===== config.mk =====
export PLATFORM = sky130hd
export DESIGN_NAME = esa6_sa6_interrupts
export DESIGN_NICKNAME = d
export VERILOG_FILES = /design/src/verilog/esa6_pkg.sv /design/src/verilog/esa6_pattern_match.sv /design/src/verilog/esa6_sa6_interrupts.sv
export VERILOG_INCLUDE_DIRS = /design/src /design/src/verilog
export SDC_FILE = /design/constraint.sdc
export NUM_CORES = 1
export LEC_CHECK = 0
export BUFFER_PORTS_ARGS = -buffer_cell sky130_fd_sc_hd__buf_2
export CAP_MARGIN = 20
export CELL_PAD_IN_SITES_DETAIL_PLACEMENT = 2
export CELL_PAD_IN_SITES_GLOBAL_PLACEMENT = 2
export CORE_AREA = 5 5 93 95
export CTS_BUF_LIST = sky130_fd_sc_hd__clkbuf_4 sky130_fd_sc_hd__clkbuf_8 sky130_fd_sc_hd__clkbuf_16
export CTS_CLUSTER_DIAMETER = 60
export DETAILED_ROUTE_END_ITERATION = 8
export DIE_AREA = 0 0 98 100
export PLACE_DENSITY = 0.81
export SLEW_MARGIN = 0
export SYNTH_ARGS = -nofsm -noshare
export SYNTH_HDL_FRONTEND = slang
export SYNTH_SLANG_ARGS = --single-unit

===== constraint.sdc =====
create_clock -name clk -period 1.73 [get_ports clk]
set_input_delay 0.173 -clock clk [delete_from_list [all_inputs] [get_ports clk]]
set_output_delay 0.173 -clock clk [all_outputs]
set_load 0.05 [all_outputs]

===== src/verilog/esa6_cfg.svh =====
/*
  Constants for the Sa6 pattern interrupt block: register offsets, field positions,
  reset values and pattern codes.
  Assumes inclusion by bare name from the package and the design modules.
*/
`ifndef ESA6_CFG_SVH
`define ESA6_CFG_SVH

// register indices as printed, byte address is four times the index
`define ESA6_IDX_STATUS 16'h0B0C
`define ESA6_IDX_ENABLE 16'h0B0D
`define ESA6_ADDR_W 18
`define ESA6_ADDR_STATUS 18'h02C30
`define ESA6_ADDR_ENABLE 18'h02C34

// flag indices 3 to 0 for 1111, 1110, 1100 and 1010; the status and enable registers share the positions below
`define ESA6_BIT_1111 3
`define ESA6_BIT_1110 2
`define ESA6_BIT_1100 1
`define ESA6_BIT_1010 0

`define ESA6_POS_1111 7
`define ESA6_POS_1110 6
`define ESA6_POS_1100 5
`define ESA6_POS_1010 4
`define ESA6_POS_1000 3
`define ESA6_POS_001X 2
`define ESA6_POS_OTHER 1
`define ESA6_POS_0000 0

// pattern codes
`define ESA6_PAT_1111 4'hF
`define ESA6_PAT_1110 4'hE
`define ESA6_PAT_1100 4'hC
`define ESA6_PAT_1010 4'hA
`define ESA6_PAT_1000 4'h8
`define ESA6_PAT_001X 3'h1
`define ESA6_PAT_0000 4'h0

`define ESA6_FLAGS_RST 8'h00
`define ESA6_FLAG_RST 1'b0
`define ESA6_ENBIT_RST 1'b0
`define ESA6_ENABLE_RST 8'h00
`define ESA6_NIBBLE_RST 4'h0
`define ESA6_RDATA_RST 32'h0000_0000
`define ESA6_BUS_IDLE 32'h0000_0000

`endif


===== src/verilog/esa6_pkg.sv =====
/*
  Types for the Sa6 pattern interrupt block.
  Assumes esa6_cfg.svh holds the constants.
*/
`include "esa6_cfg.svh"

package esa6_pkg;

  // one bit per monitored condition, same layout in status and enable
  typedef struct packed {
    logic allOne;
    logic patternE;
    logic patternC;
    logic patternA;
    logic pattern8;
    logic patternTwo;
    logic unlisted;
    logic allZero;
  } esa6_flags_t;

  // avalon-mm slave request
  typedef struct packed {
    logic [`ESA6_ADDR_W-1:0] address;
    logic read;
    logic write;
    logic [31:0] writedata;
    logic [3:0] byteenable;
  } esa6_req_t;

  // bus answer phase
  typedef enum logic [1:0] {
    ESA6_IDLE = 2'b00,
    ESA6_ANSWER = 2'b01
  } esa6_bus_state_t;

endpackage : esa6_pkg


===== src/verilog/esa6_pattern_match.sv =====
/*
  Compares the debounced Sa6 nibble against every monitored pattern.
  Assumes the nibble is already debounced and in the block's clock domain.
*/
`timescale 1ns/1ps
`include "esa6_cfg.svh"

module esa6_pattern_match
  import esa6_pkg::*;
(
  input wire logic [3:0] nibble,
  output esa6_flags_t match
);

  always_comb begin
    match = '0;
    match.allOne = (nibble == `ESA6_PAT_1111);
    match.patternE = (nibble == `ESA6_PAT_1110);
    match.patternC = (nibble == `ESA6_PAT_1100);
    match.patternA = (nibble == `ESA6_PAT_1010);
    match.pattern8 = (nibble == `ESA6_PAT_1000);
    // last bit ignored
    match.patternTwo = (nibble[3:1] == `ESA6_PAT_001X);
    match.allZero = (nibble == `ESA6_PAT_0000);
    // anything not covered above
    match.unlisted = ~(match.allOne | match.patternE | match.patternC | match.patternA
      | match.pattern8 | match.patternTwo | match.allZero);
  end

endmodule : esa6_pattern_match


===== src/verilog/esa6_sa6_interrupts.sv =====
/*
  Sa6 pattern interrupt logic of one E1 receive channel, with an Avalon-MM slave
  giving access to the status (clear on read) and enable registers.
  Assumes a debounced Sa6 nibble from an upstream stage on the same clock.
*/
// The Avalon-MM slave port is this design's own decision.
//
// Contract
// - set the 001x flag when the nibble starts or stops matching 001x, last bit ignored.
// - a flag reads 1 if its event came since the last status read, which clears it.
// - set the unlisted-value flag when the nibble moves from a listed pattern to a value outside every pattern.
// - set the all-zero flag when the nibble becomes 0000 and when it stops being 0000.
// - enable bit 7 lets the 1111 change raise the interrupt.
// - enable bit 6 lets the 1110 change raise the interrupt.
// - enable bit 5 lets the 1100 change raise the interrupt.
// - an event drives the interrupt only while its enable bit is 1.
// - status bits 7 to 3 hold change flags for 1111, 1110, 1100, 1010 and 1000.
// - enable bits 4 to 0 gate 1010, 1000, 001x, unlisted and 0000, all off after reset.
`timescale 1ns/1ps
`include "esa6_cfg.svh"

module esa6_sa6_interrupts
  import esa6_pkg::*;
(
  input wire logic clk,
  input wire logic rst_n,
  input wire logic [3:0] sa6Nibble,
  input wire logic [`ESA6_ADDR_W-1:0] avs_address,
  input wire logic avs_read,
  input wire logic avs_write,
  input wire logic [31:0] avs_writedata,
  input wire logic [3:0] avs_byteenable,
  output logic [31:0] avs_readdata,
  output logic avs_waitrequest,
  output logic irq
);

  ////////////////////////////////////////////////////////////////////////////////
  // pattern detection

  esa6_flags_t matchNow;
  esa6_flags_t match_reg;
  esa6_flags_t status_reg;
  esa6_flags_t status_next;
  esa6_flags_t enable_reg;
  esa6_flags_t event_w;
  logic primed_reg;
  esa6_bus_state_t busState_reg;
  esa6_bus_state_t busState_next;
  esa6_req_t req;
  logic [31:0] avs_readdata_reg;
  logic irq_reg;
  logic statusRead;
  logic enableWrite;
  logic stAllOne_reg;
  logic stPatternE_reg;
  logic stPatternC_reg;
  logic stPatternA_reg;
  logic stPattern8_reg;
  logic stPatternTwo_reg;
  logic stUnlisted_reg;
  logic stAllZero_reg;
  logic enAllOne_reg;
  logic enPatternE_reg;
  logic enPatternC_reg;
  logic enPatternA_reg;
  logic enPattern8_reg;
  logic enPatternTwo_reg;
  logic enUnlisted_reg;
  logic enAllZero_reg;

  // upstream debounce already done, compare only
  esa6_pattern_match u_match (
    .nibble(sa6Nibble),
    .match(matchNow)
  );

  function automatic esa6_flags_t change_of(input esa6_flags_t prev, input esa6_flags_t cur);
    change_of = prev ^ cur;
  endfunction : change_of

  always_ff @(posedge clk) begin
    if (!rst_n) begin
      match_reg <= `ESA6_FLAGS_RST;
      primed_reg <= 1'b0;
    end else begin
      match_reg <= matchNow;
      primed_reg <= 1'b1;
    end
  end

  // first cycle after reset only records the nibble, so reset itself is no change
  always_comb begin
    event_w = '0;
    if (primed_reg) begin
      event_w = change_of(match_reg, matchNow);
      event_w.unlisted = matchNow.unlisted & ~match_reg.unlisted;
    end
  end

  ////////////////////////////////////////////////////////////////////////////////
  // avalon-mm slave: one wait cycle, answer on the second edge

  always_comb begin
    req.address = avs_address;
    req.read = avs_read;
    req.write = avs_write;
    req.writedata = avs_writedata;
    req.byteenable = avs_byteenable;
  end

  always_comb begin
    busState_next = ESA6_IDLE;
    if (busState_reg == ESA6_IDLE && (req.read || req.write)) begin
      busState_next = ESA6_ANSWER;
    end
  end

  always_ff @(posedge clk) begin
    if (!rst_n) begin
      busState_reg <= ESA6_IDLE;
    end else begin
      busState_reg <= busState_next;
    end
  end

  assign avs_waitrequest = (req.read || req.write) && (busState_reg != ESA6_ANSWER);

  assign statusRead = (busState_reg == ESA6_ANSWER) && req.read
    && (req.address == `ESA6_ADDR_STATUS);
  assign enableWrite = (busState_reg == ESA6_ANSWER) && req.write
    && (req.address == `ESA6_ADDR_ENABLE) && req.byteenable[0];

  ////////////////////////////////////////////////////////////////////////////////
  // registers

  // a read clears the flags it returned; an event in the same cycle survives
  always_comb begin
    status_next = status_reg;
    if (statusRead) begin
      status_next = `ESA6_FLAGS_RST;
    end
    status_next = status_next | event_w;
  end

  // sticky flag: an event wins over the clearing read
  function automatic logic sticky_next(input logic cur, input logic ev, input logic clr);
    sticky_next = (cur & ~clr) | ev;
  endfunction : sticky_next

  // 1111 change flag
  always_ff @(posedge clk) begin
    if (!rst_n) begin
      stAllOne_reg <= `ESA6_FLAG_RST;
    end else begin
      stAllOne_reg <= sticky_next(stAllOne_reg, event_w.allOne,
        statusRead);
    end
  end

  // 1110 change flag
  always_ff @(posedge clk) begin
    if (!rst_n) begin
      stPatternE_reg <= `ESA6_FLAG_RST;
    end else begin
      stPatternE_reg <= sticky_next(stPatternE_reg, event_w.patternE,
        statusRead);
    end
  end

  // 1100 change flag
  always_ff @(posedge clk) begin
    if (!rst_n) begin
      stPatternC_reg <= `ESA6_FLAG_RST;
    end else begin
      stPatternC_reg <= sticky_next(stPatternC_reg, event_w.patternC,
        statusRead);
    end
  end

  // 1010 change flag
  always_ff @(posedge clk) begin
    if (!rst_n) begin
      stPatternA_reg <= `ESA6_FLAG_RST;
    end else begin
      stPatternA_reg <= sticky_next(stPatternA_reg, event_w.patternA,
        statusRead);
    end
  end

  // 1000 change flag
  always_ff @(posedge clk) begin
    if (!rst_n) begin
      stPattern8_reg <= `ESA6_FLAG_RST;
    end else begin
      stPattern8_reg <= sticky_next(stPattern8_reg, event_w.pattern8,
        statusRead);
    end
  end

  // 001x change flag
  always_ff @(posedge clk) begin
    if (!rst_n) begin
      stPatternTwo_reg <= `ESA6_FLAG_RST;
    end else begin
      stPatternTwo_reg <= sticky_next(stPatternTwo_reg, event_w.patternTwo,
        statusRead);
    end
  end

  // unlisted value flag
  always_ff @(posedge clk) begin
    if (!rst_n) begin
      stUnlisted_reg <= `ESA6_FLAG_RST;
    end else begin
      stUnlisted_reg <= sticky_next(stUnlisted_reg, event_w.unlisted,
        statusRead);
    end
  end

  // 0000 change flag
  always_ff @(posedge clk) begin
    if (!rst_n) begin
      stAllZero_reg <= `ESA6_FLAG_RST;
    end else begin
      stAllZero_reg <= sticky_next(stAllZero_reg, event_w.allZero,
        statusRead);
    end
  end

  // 1111 enable
  always_ff @(posedge clk) begin
    if (!rst_n) begin
      enAllOne_reg <= `ESA6_ENBIT_RST;
    end else if (enableWrite) begin
      enAllOne_reg <= req.writedata[`ESA6_POS_1111];
    end
  end

  // 1110 enable
  always_ff @(posedge clk) begin
    if (!rst_n) begin
      enPatternE_reg <= `ESA6_ENBIT_RST;
    end else if (enableWrite) begin
      enPatternE_reg <= req.writedata[`ESA6_POS_1110];
    end
  end

  // 1100 enable
  always_ff @(posedge clk) begin
    if (!rst_n) begin
      enPatternC_reg <= `ESA6_ENBIT_RST;
    end else if (enableWrite) begin
      enPatternC_reg <= req.writedata[`ESA6_POS_1100];
    end
  end

  // 1010 enable
  always_ff @(posedge clk) begin
    if (!rst_n) begin
      enPatternA_reg <= `ESA6_ENBIT_RST;
    end else if (enableWrite) begin
      enPatternA_reg <= req.writedata[`ESA6_POS_1010];
    end
  end

  // 1000 enable
  always_ff @(posedge clk) begin
    if (!rst_n) begin
      enPattern8_reg <= `ESA6_ENBIT_RST;
    end else if (enableWrite) begin
      enPattern8_reg <= req.writedata[`ESA6_POS_1000];
    end
  end

  // 001x enable
  always_ff @(posedge clk) begin
    if (!rst_n) begin
      enPatternTwo_reg <= `ESA6_ENBIT_RST;
    end else if (enableWrite) begin
      enPatternTwo_reg <= req.writedata[`ESA6_POS_001X];
    end
  end

  // unlisted value enable
  always_ff @(posedge clk) begin
    if (!rst_n) begin
      enUnlisted_reg <= `ESA6_ENBIT_RST;
    end else if (enableWrite) begin
      enUnlisted_reg <= req.writedata[`ESA6_POS_OTHER];
    end
  end

  // 0000 enable
  always_ff @(posedge clk) begin
    if (!rst_n) begin
      enAllZero_reg <= `ESA6_ENBIT_RST;
    end else if (enableWrite) begin
      enAllZero_reg <= req.writedata[`ESA6_POS_0000];
    end
  end

  // flag bits gathered in register layout
  always_comb begin
    status_reg.allOne = stAllOne_reg;
    status_reg.patternE = stPatternE_reg;
    status_reg.patternC = stPatternC_reg;
    status_reg.patternA = stPatternA_reg;
    status_reg.pattern8 = stPattern8_reg;
    status_reg.patternTwo = stPatternTwo_reg;
    status_reg.unlisted = stUnlisted_reg;
    status_reg.allZero = stAllZero_reg;
  end

  // enable bits gathered in register layout
  always_comb begin
    enable_reg.allOne = enAllOne_reg;
    enable_reg.patternE = enPatternE_reg;
    enable_reg.patternC = enPatternC_reg;
    enable_reg.patternA = enPatternA_reg;
    enable_reg.pattern8 = enPattern8_reg;
    enable_reg.patternTwo = enPatternTwo_reg;
    enable_reg.unlisted = enUnlisted_reg;
    enable_reg.allZero = enAllZero_reg;
  end

  // read data: status and enable in the low byte, unmapped reads as zero
  always_ff @(posedge clk) begin
    if (!rst_n) begin
      avs_readdata_reg <= `ESA6_RDATA_RST;
    end else if (busState_reg == ESA6_IDLE && req.read) begin
      unique case (req.address)
        `ESA6_ADDR_STATUS: avs_readdata_reg <= {24'h000000, status_reg | event_w};
        `ESA6_ADDR_ENABLE: avs_readdata_reg <= {24'h000000, enable_reg};
        default: avs_readdata_reg <= `ESA6_BUS_IDLE;
      endcase
    end
  end

  ////////////////////////////////////////////////////////////////////////////////
  // interrupt

  always_ff @(posedge clk) begin
    if (!rst_n) begin
      irq_reg <= 1'b0;
    end else begin
      irq_reg <= |(status_next & enable_reg);
    end
  end

  assign avs_readdata = avs_readdata_reg;
  assign irq = irq_reg;

endmodule : esa6_sa6_interrupts


After elaboration in Yosys (flattened, before gate mapping)
Cells that the tools add are included.
{"block": "op_classes", "n_eq_ne": 10, "muxes": 5, "n_bitwise": 30, "n_reduce_logical": 12}
{"cell": "equality test 18 x 14 -> 1 bit, second input constant", "n": 2}
{"cell": "equality test 4 bit, second input constant", "n": 5}
{"cell": "two-way mux 8 bit", "n": 2}
{"cell": "OR 8 bit", "n": 2}
{"cell": "case mux 8 bit (2 select lines)", "n": 1}
{"cell": "OR 1 bit", "n": 14}
{"cell": "AND 1 bit", "n": 9}
{"cell": "AND 8 bit", "n": 1}
{"cell": "logical AND 1 bit", "n": 8}
{"cell": "OR reduction 8 bit", "n": 1}
{"cell": "bitwise XOR 8 bit", "n": 1}
{"cell": "logical NOT 4 bit", "n": 1}
{"cell": "equality test 3 x 1 -> 1 bit, second input constant", "n": 1}
{"cell": "NOT 1 bit", "n": 3}
{"cell": "equality test 2 x 1 -> 1 bit, second input constant", "n": 1}
{"cell": "logical NOT 2 bit", "n": 1}
{"cell": "two-way mux 1 bit", "n": 2}
{"cell": "!= test 2 x 1 -> 1 bit, second input constant", "n": 1}
{"cell": "logical OR 1 bit", "n": 1}
{"block": "word_totals", "ff_bits": 60, "in_bits": 62, "out_inout_bits": 34, "wordCells": 85}

Depth between registers and ports, before layout
{"block": "depth", "word_depth": 13, "depth_mapped": 6, "depth_no_buf": 5}

By module
A second synthesis with hierarchy kept.
{"block": "hier_totals", "cells_unflattened": 216, "area_unflattened_um2": 1850.5}
{"mod": "esa6_sa6_interrupts", "n_inst": 1, "cells_each": 201, "area_per_inst_um2": 1773.0, "seq_area_each_um2": 700.7}
{"mod": "esa6_pattern_match", "n_inst": 1, "cells_each": 15, "area_per_inst_um2": 77.6, "seq_area_each_um2": 0.0}

Worst setup path before layout
Ideal clock, no wire load.
{"block": "synth_timing", "path_kind": "input to register", "start": "in avs_address[8]", "end": "reg enAllOne_reg", "setup_ps": 128, "t_arrival_ps": 1422, "required_ps": 1602, "setup_slack_ps": 180, "cell_stages": 6, "path_buffers": 1, "path_cell_list": "nor4b_2 -> nand3_1 -> or4_1 -> buf_6 -> mux2i_1 -> nor2_1"}
{"block": "synth_between", "elab_chain_len": 3}
{"element": "from (decl)", "line": "esa6_sa6_interrupts.sv:28", "rtl": "input wire logic [`ESA6_ADDR_W-1:0] avs_address,"}
{"element": "equality test 18 x 14 -> 1 bit"}
{"element": "logical AND 1 bit (2 in a row)", "line": "esa6_sa6_interrupts.sv:131", "rtl": "assign enableWrite = (busState_reg == ESA6_ANSWER) && req.write"}
{"element": "to (signal assigned)", "line": "esa6_sa6_interrupts.sv:234", "rtl": "enAllOne_reg <= `ESA6_ENBIT_RST;"}
{"element": "to (signal assigned)", "line": "esa6_sa6_interrupts.sv:236", "rtl": "enAllOne_reg <= req.writedata[`ESA6_POS_1111];"}
{"element": "to (decl)", "line": "esa6_sa6_interrupts.sv:63", "rtl": "logic enAllOne_reg;"}
No other way between the ends.
A chain may end at the register's enable or synchronous reset.

Worst setup path after layout
Same ends and word-level chain as after synthesis.

==> metrics.md <==
| Metric | Value |
|---|---|
| Final Net Count | `approximately 320` |
| Die Area | `9800 um^2` |
| Total track usage | `a little over a tenth` |
| Ys async rst share | `0%` |
| Post-CTS Setup Inserts | `0` |
| Reg clk slew, reported paths | `0.07 ns` |
| F_max | `632.6 MHz` |
| Wire per inst | `approximately 14 um` |
| CTS H-tree depth | `2` |
| GPL Wtd Cong | `around 0.7` |
| Largest net degree at the start of global routing | `20` |
| First-pass GRT wire length | `around 8.2 mm` |
| # setup viols final | `0` |
| CTS Root Cell | `clkbuf_8` |
| Bufs on Longest Clock Path | `2` |
| I/O Pins | `96` |
| Final Critical Period | `between 1.5 and 2 ns` |
| Detail Placement HPWL | `4.016 mm` |
| Power Total | `1.691 mW` |
| Synth top area cells | `dfxtp_1, buf_4, nor2_1, a22oi_1, mux2i_1` |
| Sink Count | `35` |
| Area share of and/or/nand/nor cells after synthesis | `a little under a quarter` |
| Unrepaired setup endpoints after global routing | `no` |
| DR top layer | `met4` |
| Path type of the worst min-delay path | `input port to flip-flop` |
| Buffers on Ports | `44` |
| Routed vias | `1,525` |
| Syn_area_per_cell | `8.527 um^2` |
| Post-Synth Adder-Cell Area | `0%` |
| Share of cells above drive strength 1 | `26.09%` |
| Leakage power | `about 0.91 nW` |
| Crit Path Max Fanout | `8` |
| Drc violations | `0` |
| Synth Warn # | `0` |
| Synth Flop Type | `dfxtp_1` |
| Number of global-route vias before repair | `1,727` |
| M1 wire length | `1.955 mm` |
| Initial antenna violation count | `0` |
| Area of placed instances | `2008 um^2` |
| Met3 wire len | `241 um` |
| Cell area after synthesis | `1705 um^2` |
| Leading area contributor after synthesis | `dfxtp_1` |
| Area Overhead vs Synth | `22.89%` |
| Cts hold-fix bufs | `0` |
| Clk Latency, worst-skew pair | `0.28 ns` |
| Die Ht | `100 um` |
| CP Class | `input port to flip-flop` |
| Placeable Area | `7647 um^2` |
| Cell row count | `32` |
| Die X | `approximately 98 um` |
| Drt first pass iters | `4` |
| Status | `complete, no violations` |
| Maximum VDD drop | `between 0.2 and 0.25 mV` |
| XOR/XNOR Fraction of Synth Area | `about 3.6%` |
| Worst setup EP type | `flip-flop` |
| WP data required | `1.90 ns` |
| Finished Cell Area | `between 2000 and 2500 um^2` |
| Post-detailed-route count of antenna-violating nets | `0` |
| Synth Area in Compound Gates | `between 10% and 20%` |
| Combinational family with the most area after synthesis | `simple AND/OR/NAND/NOR gates` |
| Post-synthesis register bit count | `35` |
| Most common cell in the netlist | `nor2_1` |
| Fin. max-slew vios | `0` |
| Vias/cell | `around 4.3` |
| Sequential share of the synthesized area | `between 40% and 50%` |
| Post-Route Utilization | `a little over a quarter` |
| Pwr dens | `roughly 810 nW/um^2` |
| Synth top area share | `between 40% and 50%` |
| Post-Route Skew | `roughly 0.006 ns` |
| Worst reg2reg setup slack | `0.24 ns` |
| Worst path arrival time | `1.75 ns` |
| CTS buffer count | `5` |
| Post-synthesis cell count | `200` |
| # diodes | `0` |
| Commonest cells post-synth | `nor2_1, dfxtp_1, buf_4` |
| PostCTS Resize Cnt | `0` |
| Total global routing overflow | `0` |
| Netlist cell types | `34` |
| Met2 WL | `between 2 and 3 mm` |
| Hold Vio Cnt, Final | `0` |
| Max-cap violation count | `0` |
| CTS tree | `built` |
| Initial DRC Count | `21` |
| CP startpoint kind | `input port` |
| Total routed wirelength | `~4.9 mm` |
| Post-synthesis mux area share | `roughly 4.7%` |
| Final Cycle Share | `between 90 and 100%` |
| Starting Density | `22.30%` |
| Minimum hold slack | `between 0.09 and 0.1 ns` |
| Post-synth EDFFs | `0` |
## critical path: stages
cell     delay [ns]
buf_2          0.11
nor4b_2        0.29
nand3_1        0.19
or4_1          0.57
buf_4          0.21
mux2i_1        0.16
nor2_1         0.06
## kinds of logic after synthesis
kind of cell	Yosys count
XOR/XNOR	7
AO/OA/AOI/OAI	34
AND/OR/NAND/NOR	78
flip-flops	35
other	1
buffers and inverters	37
multiplexers	8
## through the flow
stage / setup TNS [ns] / worst slack, ns / std cells
finish: 0 / 0.1492 / 355
global route: 0 / 0.06526 / 355
CTS: 0 / 0.1443 / 355
detailed placement: -1.557 / -0.1681 / 348
global placement: -0.6752 / -0.08837 / 348
floorplan: 0 / 0.1800 / 223
## metal layers
layer / track usage (%) / vias up
li1: - / 753
met1: 11.05 / 731
met2: 19.90 / 39
met3: 3.266 / 2
met4: 2.556 / 0
met5: 0 / -
## path summary, 6_finish.rpt
kind              startpoint         endpoint  cells after the start
min                    rst_n       primed_reg                      1
max reg2reg  busState_reg[0]   stPattern8_reg                      5
max           avs_address[8]     enAllOne_reg                      7
min reg2reg  avs_readdata[0]  avs_readdata[0]                      2
## where the power goes
part           switching, mW  internal (mW)
clock network          0.274          0.312
registers             0.0113          0.821
logic                  0.202         0.0699
total                  0.488           1.20
## layout make-up
class | count | area, um^2
fillers | 922 | 5552
multi-input cells | 151 | 854.6
flip-flops and latches | 35 | 700.7
repair buffers | 56 | 310.3
well taps | 102 | 127.6
clock buffers | 6 | 82.58
inverters | 4 | 15.01
clock inverters | 1 | 5.005
## placed cells by master, fill, tap and decap left out, drive strengths merged
master / Yosys / layout
conb: 1 / 24
xor2: 2 / 2
a22oi: 12 / 12
a311oi: 1 / 1
and3: 1 / 1
o21ai: 6 / 6
a21oi: 9 / 9
nand2b: 3 / 3
clkbuf: 8 / 6
nor2: 37 / 37
o22ai: 1 / 1
nand4: 2 / 2
nand2: 10 / 10
a41oi: 1 / 1
dfxtp: 35 / 35
a221oi: 1 / 1
nand4b: 1 / 1
xnor2: 5 / 5
clkinv: 0 / 1
inv: 4 / 4
a31oi: 1 / 1
nand3b: 2 / 2
mux2i: 8 / 8
o211ai: 2 / 2
nor4b: 4 / 4
buf: 25 / 56
nor3: 5 / 5
nand3: 5 / 5
or4: 3 / 3
nor3b: 1 / 1
nor4: 2 / 2
nor4bb: 2 / 2
Power figures use the tool's default switching activity.
